## src/rtl/queue_cfg_pkg.sv

```systemverilog
// package: command register layout, queue ids and carrier types for queue configuration
package queue_cfg_pkg;
  localparam int NUM_CHANNELS = 4;
  localparam int NUM_QUEUES = 9;
  localparam logic [7:0] OFFSET_GLOBAL_COMMAND = 8'h00;
  localparam int POS_RX_REQ_LO = 28;
  localparam int POS_TX_REQ_LO = 24;
  localparam int POS_CFG_REQ = 21;
  localparam int POS_ACTION_REQUEST = 0;
  localparam logic [31:0] RESET_GLOBAL_COMMAND = 32'h0000_0000;
  localparam logic [31:0] WRITABLE_MASK = 32'hFF20_0000;
  localparam logic [3:0] QUEUE_CFG = 4'h8;
  localparam logic [3:0] LAST_QUEUE = 4'h8;

  // one vector from a serial channel's receiver or transmitter
  typedef struct packed {
    logic valid;
    logic is_tx;
    logic [1:0] channel;
    logic [31:0] data;
  } vector_t;

  // one write toward an interrupt queue in memory
  typedef struct packed {
    logic valid;
    logic [31:0] addr;
    logic [31:0] data;
  } queue_write_t;
endpackage : queue_cfg_pkg

```

## src/rtl/interrupt_queue_config_command.sv

```systemverilog
// global command register and interrupt vector queue configuration
`timescale 1ns/1ps
module interrupt_queue_config_command
  import queue_cfg_pkg::*;
(
  input wire logic sys_clk,
  input wire logic reset_n,
  input wire logic reg_write,
  input wire logic reg_read,
  input wire logic [7:0] reg_addr,
  input wire logic [31:0] reg_wdata,
  output logic [31:0] reg_rdata,
  input wire logic [queue_cfg_pkg::NUM_QUEUES*32-1:0] queue_base_flat,
  input wire logic [queue_cfg_pkg::NUM_QUEUES*16-1:0] queue_length_flat,
  input wire queue_cfg_pkg::vector_t vector_in,
  output logic vector_ready,
  output queue_cfg_pkg::queue_write_t queue_write,
  output logic [queue_cfg_pkg::NUM_QUEUES-1:0] queue_configured,
  output logic config_done
);
  import queue_cfg_pkg::*;

  typedef enum logic [0:0] {
    ST_IDLE = 1'b0,
    ST_LOAD = 1'b1
  } cfg_state_t;

  logic [3:0] rx_req;
  logic [3:0] tx_req;
  logic cfg_req;
  logic action_request;
  cfg_state_t state;
  logic [NUM_QUEUES-1:0] pending;
  logic [3:0] load_idx;
  logic [31:0] base [NUM_QUEUES];
  logic [15:0] length [NUM_QUEUES];
  logic [15:0] wr_index [NUM_QUEUES];
  logic [3:0] target;
  logic cmd_hit;

  assign cmd_hit = reg_addr == OFFSET_GLOBAL_COMMAND;

  // selection bits only store; nothing happens until an action request
  always_ff @(posedge sys_clk or negedge reset_n) begin
    if (!reset_n) begin
      rx_req <= 4'h0;
      tx_req <= 4'h0;
      cfg_req <= 1'b0;
    end else if (reg_write && cmd_hit) begin
      rx_req <= reg_wdata[POS_RX_REQ_LO +: 4];
      tx_req <= reg_wdata[POS_TX_REQ_LO +: 4];
      cfg_req <= reg_wdata[POS_CFG_REQ];
    end
  end

  // action bit stays set while the queues load, then clears itself
  always_ff @(posedge sys_clk or negedge reset_n) begin
    if (!reset_n) begin
      action_request <= 1'b0;
    end else if (reg_write && cmd_hit && reg_wdata[POS_ACTION_REQUEST] && state == ST_IDLE) begin
      action_request <= 1'b1;
    end else if (state == ST_LOAD && pending == '0) begin
      action_request <= 1'b0;
    end
  end

  always_ff @(posedge sys_clk or negedge reset_n) begin
    if (!reset_n) begin
      reg_rdata <= 32'h0000_0000;
    end else if (reg_read) begin
      if (cmd_hit) begin
        reg_rdata <= {rx_req, tx_req, 2'b00, cfg_req, 20'h0_0000, action_request} & (WRITABLE_MASK | 32'h1);
      end else begin
        reg_rdata <= 32'h0000_0000;
      end
    end
  end

  // visits one queue index per cycle, selected or not, and loads it only if selected, so the base/length mux stays narrow
  always_ff @(posedge sys_clk or negedge reset_n) begin
    if (!reset_n) begin
      state <= ST_IDLE;
      pending <= '0;
      load_idx <= 4'h0;
      config_done <= 1'b0;
    end else begin
      config_done <= 1'b0;
      case (state)
        ST_IDLE: begin
          if (reg_write && cmd_hit && reg_wdata[POS_ACTION_REQUEST]) begin
            // selection written together with the action counts, so take it from the write data
            pending <= {reg_wdata[POS_CFG_REQ], reg_wdata[POS_TX_REQ_LO +: 4], reg_wdata[POS_RX_REQ_LO +: 4]};
            load_idx <= 4'h0;
            state <= ST_LOAD;
          end
        end
        ST_LOAD: begin
          if (pending == '0) begin
            state <= ST_IDLE;
            config_done <= 1'b1;
          end else begin
            pending[load_idx] <= 1'b0;
            load_idx <= (load_idx == LAST_QUEUE) ? 4'h0 : load_idx + 4'h1;
          end
        end
        default: state <= ST_IDLE;
      endcase
    end
  end

  // queue order: rx0..rx3, tx0..tx3, config
  generate
    for (genvar q = 0; q < NUM_QUEUES; q++) begin : g_queue
      always_ff @(posedge sys_clk or negedge reset_n) begin
        if (!reset_n) begin
          base[q] <= 32'h0000_0000;
          length[q] <= 16'h0000;
          wr_index[q] <= 16'h0000;
          queue_configured[q] <= 1'b0;
        end else if (state == ST_LOAD && pending[q] && load_idx == 4'(q)) begin
          base[q] <= queue_base_flat[q*32 +: 32];
          length[q] <= queue_length_flat[q*16 +: 16];
          wr_index[q] <= 16'h0000;
          queue_configured[q] <= 1'b1;
        end else if (queue_write.valid == 1'b0 && vector_in.valid && vector_ready && target == 4'(q)
                     && queue_configured[q]) begin
          // wraps at the programmed length; a zero length holds one entry
          wr_index[q] <= (wr_index[q] + 16'h1 >= length[q]) ? 16'h0000 : wr_index[q] + 16'h1;
        end
      end
    end
  endgenerate

  assign target = vector_in.is_tx ? {2'b01, vector_in.channel} : {2'b00, vector_in.channel};

  // vectors stall while a reconfiguration runs, so none land in a stale queue
  always_ff @(posedge sys_clk or negedge reset_n) begin
    if (!reset_n) begin
      vector_ready <= 1'b0;
      queue_write <= '0;
    end else begin
      vector_ready <= state == ST_IDLE && !(reg_write && cmd_hit && reg_wdata[POS_ACTION_REQUEST]);
      queue_write.valid <= 1'b0;
      if (queue_write.valid == 1'b0 && vector_in.valid && vector_ready && queue_configured[target]) begin
        queue_write.valid <= 1'b1;
        queue_write.addr <= base[target] + {14'h0000, wr_index[target], 2'b00};
        queue_write.data <= vector_in.data;
      end
    end
  end

  // register image and selection storage
  chk_reserved_zero: assert property (@(posedge sys_clk) disable iff (!reset_n)
    (reg_rdata[23:22] == 2'b00) && (reg_rdata[20:14] == 7'h00))
    else $error("reserved bits not zero");
  chk_unmapped_zero: assert property (@(posedge sys_clk) disable iff (!reset_n)
    (reg_read && !cmd_hit) |=> reg_rdata == 32'h0000_0000)
    else $error("unmapped read not zero");
  chk_sel_store: assert property (@(posedge sys_clk) disable iff (!reset_n)
    (reg_write && cmd_hit) |=> rx_req == $past(reg_wdata[31:28]) && cfg_req == $past(reg_wdata[21]))
    else $error("selection not stored");
  chk_tx_store: assert property (@(posedge sys_clk) disable iff (!reset_n)
    (reg_write && cmd_hit) |=> tx_req == $past(reg_wdata[27:24]))
    else $error("tx selection not stored");
  chk_sel_readback: assert property (@(posedge sys_clk) disable iff (!reset_n)
    (reg_read && cmd_hit) |=> reg_rdata[31:21] == $past({rx_req, tx_req, 2'b00, cfg_req}))
    else $error("selection read back wrong");

  // action request and queue loading
  chk_no_action_idle: assert property (@(posedge sys_clk) disable iff (!reset_n)
    (state == ST_IDLE && !(reg_write && cmd_hit && reg_wdata[0])) |=> state == ST_IDLE)
    else $error("load without action request");
  chk_action_set: assert property (@(posedge sys_clk) disable iff (!reset_n)
    (state == ST_IDLE && reg_write && cmd_hit && reg_wdata[0]) |=> action_request && state == ST_LOAD)
    else $error("action request not taken");
  chk_action_clears: assert property (@(posedge sys_clk) disable iff (!reset_n)
    $rose(action_request) |-> ##[1:12] !action_request)
    else $error("action bit stuck");
  chk_done_idle: assert property (@(posedge sys_clk) disable iff (!reset_n)
    config_done |-> state == ST_IDLE && !action_request)
    else $error("done while busy");
  chk_done_pulse: assert property (@(posedge sys_clk) disable iff (!reset_n)
    config_done |=> !config_done)
    else $error("done not a pulse");
  chk_load_select: assert property (@(posedge sys_clk) disable iff (!reset_n)
    (state == ST_IDLE && reg_write && cmd_hit && reg_wdata[0])
      |=> pending == $past({reg_wdata[21], reg_wdata[27:24], reg_wdata[31:28]}))
    else $error("wrong queues selected");
  chk_unselected_kept: assert property (@(posedge sys_clk) disable iff (!reset_n)
    (state == ST_LOAD && !pending[QUEUE_CFG]) |=> $stable(base[QUEUE_CFG]))
    else $error("unselected queue changed");
  chk_selected_loaded: assert property (@(posedge sys_clk) disable iff (!reset_n)
    (state == ST_LOAD && pending[load_idx]) |=> queue_configured[$past(load_idx)])
    else $error("selected queue not loaded");
  chk_cfg_base: assert property (@(posedge sys_clk) disable iff (!reset_n)
    (state == ST_LOAD && pending[QUEUE_CFG] && load_idx == QUEUE_CFG)
      |=> base[QUEUE_CFG] == $past(queue_base_flat[NUM_QUEUES*32-1 -: 32]))
    else $error("config queue base not taken");
  chk_index_bound: assert property (@(posedge sys_clk) disable iff (!reset_n)
    load_idx <= LAST_QUEUE)
    else $error("load index past last queue");
  chk_configured_kept: assert property (@(posedge sys_clk) disable iff (!reset_n)
    (queue_configured & $past(queue_configured)) == $past(queue_configured))
    else $error("configured queue lost");

  // vector routing
  chk_busy_stall: assert property (@(posedge sys_clk) disable iff (!reset_n)
    (state == ST_LOAD) |-> !queue_write.valid || $past(state) == ST_IDLE)
    else $error("write during load");
  chk_load_stall: assert property (@(posedge sys_clk) disable iff (!reset_n)
    (state == ST_LOAD) |-> !vector_ready)
    else $error("vectors taken during load");
  chk_vector_data: assert property (@(posedge sys_clk) disable iff (!reset_n)
    queue_write.valid |-> queue_write.data == $past(vector_in.data))
    else $error("queue write data wrong");
  chk_drop_unconfigured: assert property (@(posedge sys_clk) disable iff (!reset_n)
    (vector_in.valid && !queue_configured[target]) |=> !queue_write.valid)
    else $error("vector written to unconfigured queue");
endmodule : interrupt_queue_config_command

```

## config.mk

```make
export PLATFORM = sky130hd
export DESIGN_NAME = interrupt_queue_config_command
export DESIGN_NICKNAME = d
export VERILOG_FILES = /design/src/rtl/queue_cfg_pkg.sv /design/src/rtl/interrupt_queue_config_command.sv
export SDC_FILE = /design/constraint.sdc
export NUM_CORES = 1
export LEC_CHECK = 0
export BUFFER_PORTS_ARGS = -buffer_cell sky130_fd_sc_hd__buf_2
export CAP_MARGIN = 5
export CORE_AREA = 10 10 244 246
export DETAILED_ROUTE_END_ITERATION = 8
export DIE_AREA = 0 0 254 256
export GPL_TIMING_DRIVEN = 0
export PLACE_DENSITY = 0.95
export SETUP_SLACK_MARGIN = 0.5
export SYNTH_ARGS = -nofsm -noshare
export SYNTH_HDL_FRONTEND = slang
export SYNTH_SLANG_ARGS = --single-unit
```

## constraint.sdc

```tcl
create_clock -name sys_clk -period 8.5 [get_ports sys_clk]
set_input_delay 1.275 -clock sys_clk [delete_from_list [all_inputs] [get_ports sys_clk]]
set_output_delay 1.275 -clock sys_clk [all_outputs]
set_load 0.02 [all_outputs]
```

==> summary.md <==
| Metric | Value |
|---|---|
| Area after detailed placement | roughly 37000 µm² |
| Post-synthesis async set-or-reset flop share | 1.00 |
| Die extent in y | 256 µm |
| Final ANT Viol Nets | 0 |
| Vias after detailed routing | 27600 |
| Total iterations of the first detailed-routing run | 8 |
| Setup crit start | vector_in[33] |
| Via density | 6.39 |
| Global route total overflow | 0 |
| Fmax | 0.152 GHz |
| WP buf/inv | 7 |
| Worst-Skew Late Latency | 0.62 ns |
| Input/output buffers | 526 |
| Hold Path Cell Cnt | 2 |
| GRT Total Usage | 0.344 |
| Core ar. | 54700 µm² |
| Final min period | 6.59 ns |
| Wirelength, routed | 115 mm |
| TritonCTS clock tree | done |
| Synth Instances | approximately 3000 |
| Die area | 65000 µm² |
| Worst vdd ir | approximately 210 µV |
| Avg Cell Area, Syn | 11.2 µm² |
| Hpwl dp | 85.2 mm |
| Family with the most delay on the worst path | buffers and inverters |
| Synth top cells by count | 622 x dfrtp_1, 324 x nand2_1, 318 x mux2_2, 184 x o21ai_0, 166 x inv_1 |
| Starting DRT DRC Count | 3173 |
| Register-to-Register Path Depth | 15 |
| P_leak | 20.3 nW |
| Critical Path Slowest Stage Cell | clkbuf_1 |
| Largest net degree at the start of global routing | 125 |
| Post-route DRC | 0 |
| Levels on crit path | 18 |
| Layout cells sized above 1 | 0.307 |
| Crit path launch type | input pin |
| Post-placement setup slack | 1.46 ns |
| #FFs+latches synth | between 600 and 700 |
| Final hold slack | 0.474 ns |
| Worst Path Required | 9.04 ns |
| CP max stage delay | 0.89 ns |
| Pwr Density | between 150 and 200 nW/µm² |
| Fin crit share | 0.775 |
| Status | finished, final reports clean |
| Initial antenna violation count | 24 |
| Arr. time, crit path | 7.12 ns |
| CTS Buf Count | 67 |
| Routed wire per std cell | 26.6 µm |
| Fin. max-slew vios | 0 |
| R2R Path Start | wr_index[128] |
| Layout Area Growth over Synthesis | 18.4% |
| Final hold violations | 0 |
| MaxCap Viol Count | 0 |
| Synth warnings | 0 |
| Worst-Margin Slew | 1.16 ns |
| Hold Startpoint | queue_write[45] |
| Placed cells | 4184 |
| Post-synth EDFFs | 0 |
| Initial Utilization | 0.602 |
| Finished Cell Area | 39000 µm² |
| RSZ-0062 raised after global routing | false |
| First-pass GRT wire length | 170 mm |
| Setup Buffers After CTS | 0 |
| Max_slew headroom | 0.228 |
| Worst-path cell chain | buf_2, buf_6, buf_12, buf_6, clkbuf_1, clkbuf_1, buf_2, mux4_2, nand2_1, nand2_1, ha_1, o21ai_0, nor2_1, a41oi_1, o211ai_1, nand3_2, or3b_2, a31oi_1 |
| Critical path endpoint category | register |
| Most frequent cell after synthesis | dfrtp_1 |
| Root Driver | clkbuf_16 |
| I/O pin count | 620 |
| Vias in the first global route | roughly 29000 |
| Worst r2r dst | wr_index[130] |
| Synth unique cells | 70 |
| Final setup TNS | 0 ns |
| DIE WIDTH | around 250 µm |
| Cell Rows | 86 |
| Worst-path clk slew | 0.06 ns |
| Setup ws final | 1.91 ns |
| GPL Wtd Cong | 0.983 |
| Flop-to-flop setup slack | 4.29 ns |
| Critical path class | input pin to register |
| H-tree levels | 3 |
| Synth top area cells | dfrtp_1 47%, mux2_2 11%, ha_1 5.9% |
| Synth top area share | 0.473 |
| Post-cts resize count | 0 |
| Worst-path fanout max | 10 |
| Synth Flop Type | dfrtp_1 |
| Maximum clock path buffer count | 3 |
| Hold_buf cts | 0 |
| Mapped Area | 32900 µm² |
| WHS Endpoint | queue_write[45] |
| Setup Viol. Count Final | 0 |
| Hold Crit Class | register to register |
| Nets | 4219 |
| Sequential area share after synthesis | 0.473 |
| Dominant cell type by area after synthesis | dfrtp_1 |
| Final non-filler cell total | 4318 |
| Clock tree sinks | 622 |
| Clock Skews | between 0.03 and 0.04 ns |
==> cell families after synthesis <==
kind of cell | Yosys count | synth area share
muxes | 427 | 0.174
adders and majority gates | 157 | 0.0599
other | 1 | 0.000114
DFF | 622 | 0.473
and+or+nand+nor | 718 | 0.105
buffers and inverters | 341 | 0.0443
AOI/OAI and AO/OA | 529 | 0.108
xor gates and xnor gates | 133 | 0.0354
==> sequential cells by signal, indices dropped and copies added (netlist names), 9 cells and up <==
register / count
length: 128
queue_configured: 9
base: 256
pending: 9
wr_index: 128
reg_rdata: 10
queue_write: 65
==> cell usage in the layout (no fill, tap or decap), types with 11 or more instances in the layout <==
master / netlist / final
a211oi_1: 12 / 12
a21o_1: 25 / 25
a21oi_1: 53 / 53
a22o_1: 70 / 70
and2_1: 11 / 11
and3_1: 61 / 61
buf_1: 13 / 13
buf_2: 22 / 547
buf_4: 26 / 26
clkbuf_1: 109 / 122
clkbuf_16: 0 / 70
clkbuf_8: 0 / 13
conb_1: 1 / 22
dfrtp_1: 622 / 622
diode_2: 0 / 15
ha_1: 156 / 156
inv_1: 166 / 166
mux2_2: 318 / 318
mux2i_1: 26 / 26
mux4_2: 74 / 74
nand2_1: 324 / 324
nand2b_1: 18 / 18
nand3_1: 86 / 86
nand4_1: 37 / 37
nor2_1: 56 / 56
nor2b_1: 21 / 21
nor3_1: 36 / 36
nor3b_1: 20 / 20
o211ai_1: 15 / 15
o21a_1: 32 / 32
o21ai_0: 184 / 184
o22ai_1: 22 / 22
o311ai_0: 25 / 25
o31ai_1: 23 / 23
or2_2: 16 / 16
xnor2_1: 73 / 73
xor2_1: 60 / 60
==> layer usage <==
| metal | global-route usage | wire, µm |
|---|---|---|
| met3 | 0.103 | 11400 |
| met2 | 0.561 | 55300 |
| met1 | 0.399 | 40600 |
| met4 | 0.195 | 7330 |
| met5 | 0 | 126 |
==> metrics by stage <==
stage	power (mW)	util
finish	7.00	0.713
global route	7.18	0.713
CTS	6.99	0.712
detailed placement	3.96	0.671
global placement	3.91	0.668
floorplan	3.59	-
==> tightest hold or removal path, cell delays in order, from the launching register on <==
cell and delay, ns:
dfrtp_1 0.34, nand2_1 0.05, o21ai_0 0.06
==> worst max path at each step <==
stage	to	slack [ns]
finish	queue_write[55]	1.91
global route	queue_write[58]	1.78
CTS	queue_write[55]	2.06
detailed placement	queue_write[55]	1.46
global placement	reg_rdata[30]	-6.68
floorplan	queue_write[62]	3.46
==> cell type report <==
cell class,count,area (µm²)
fill,3593,15700
antenna,15,37.5
multi-input combinational,1986,16000
sequential,622,15600
clock inverter,22,284
buffer,175,837
inverter,166,623
tap,704,881
timing repair buffer,532,2800
clock buffer,96,1980
==> power by group <==
part	leakage (nW)	internal (mW)	switching, mW	total, mW
clock network	1.10	1.80	1.26	3.06
logic	11.2	0.297	0.438	0.735
registers	7.99	3.10	0.103	3.21
total	20.3	5.21	1.80	7.00
(Power assumes the default switching activity.)
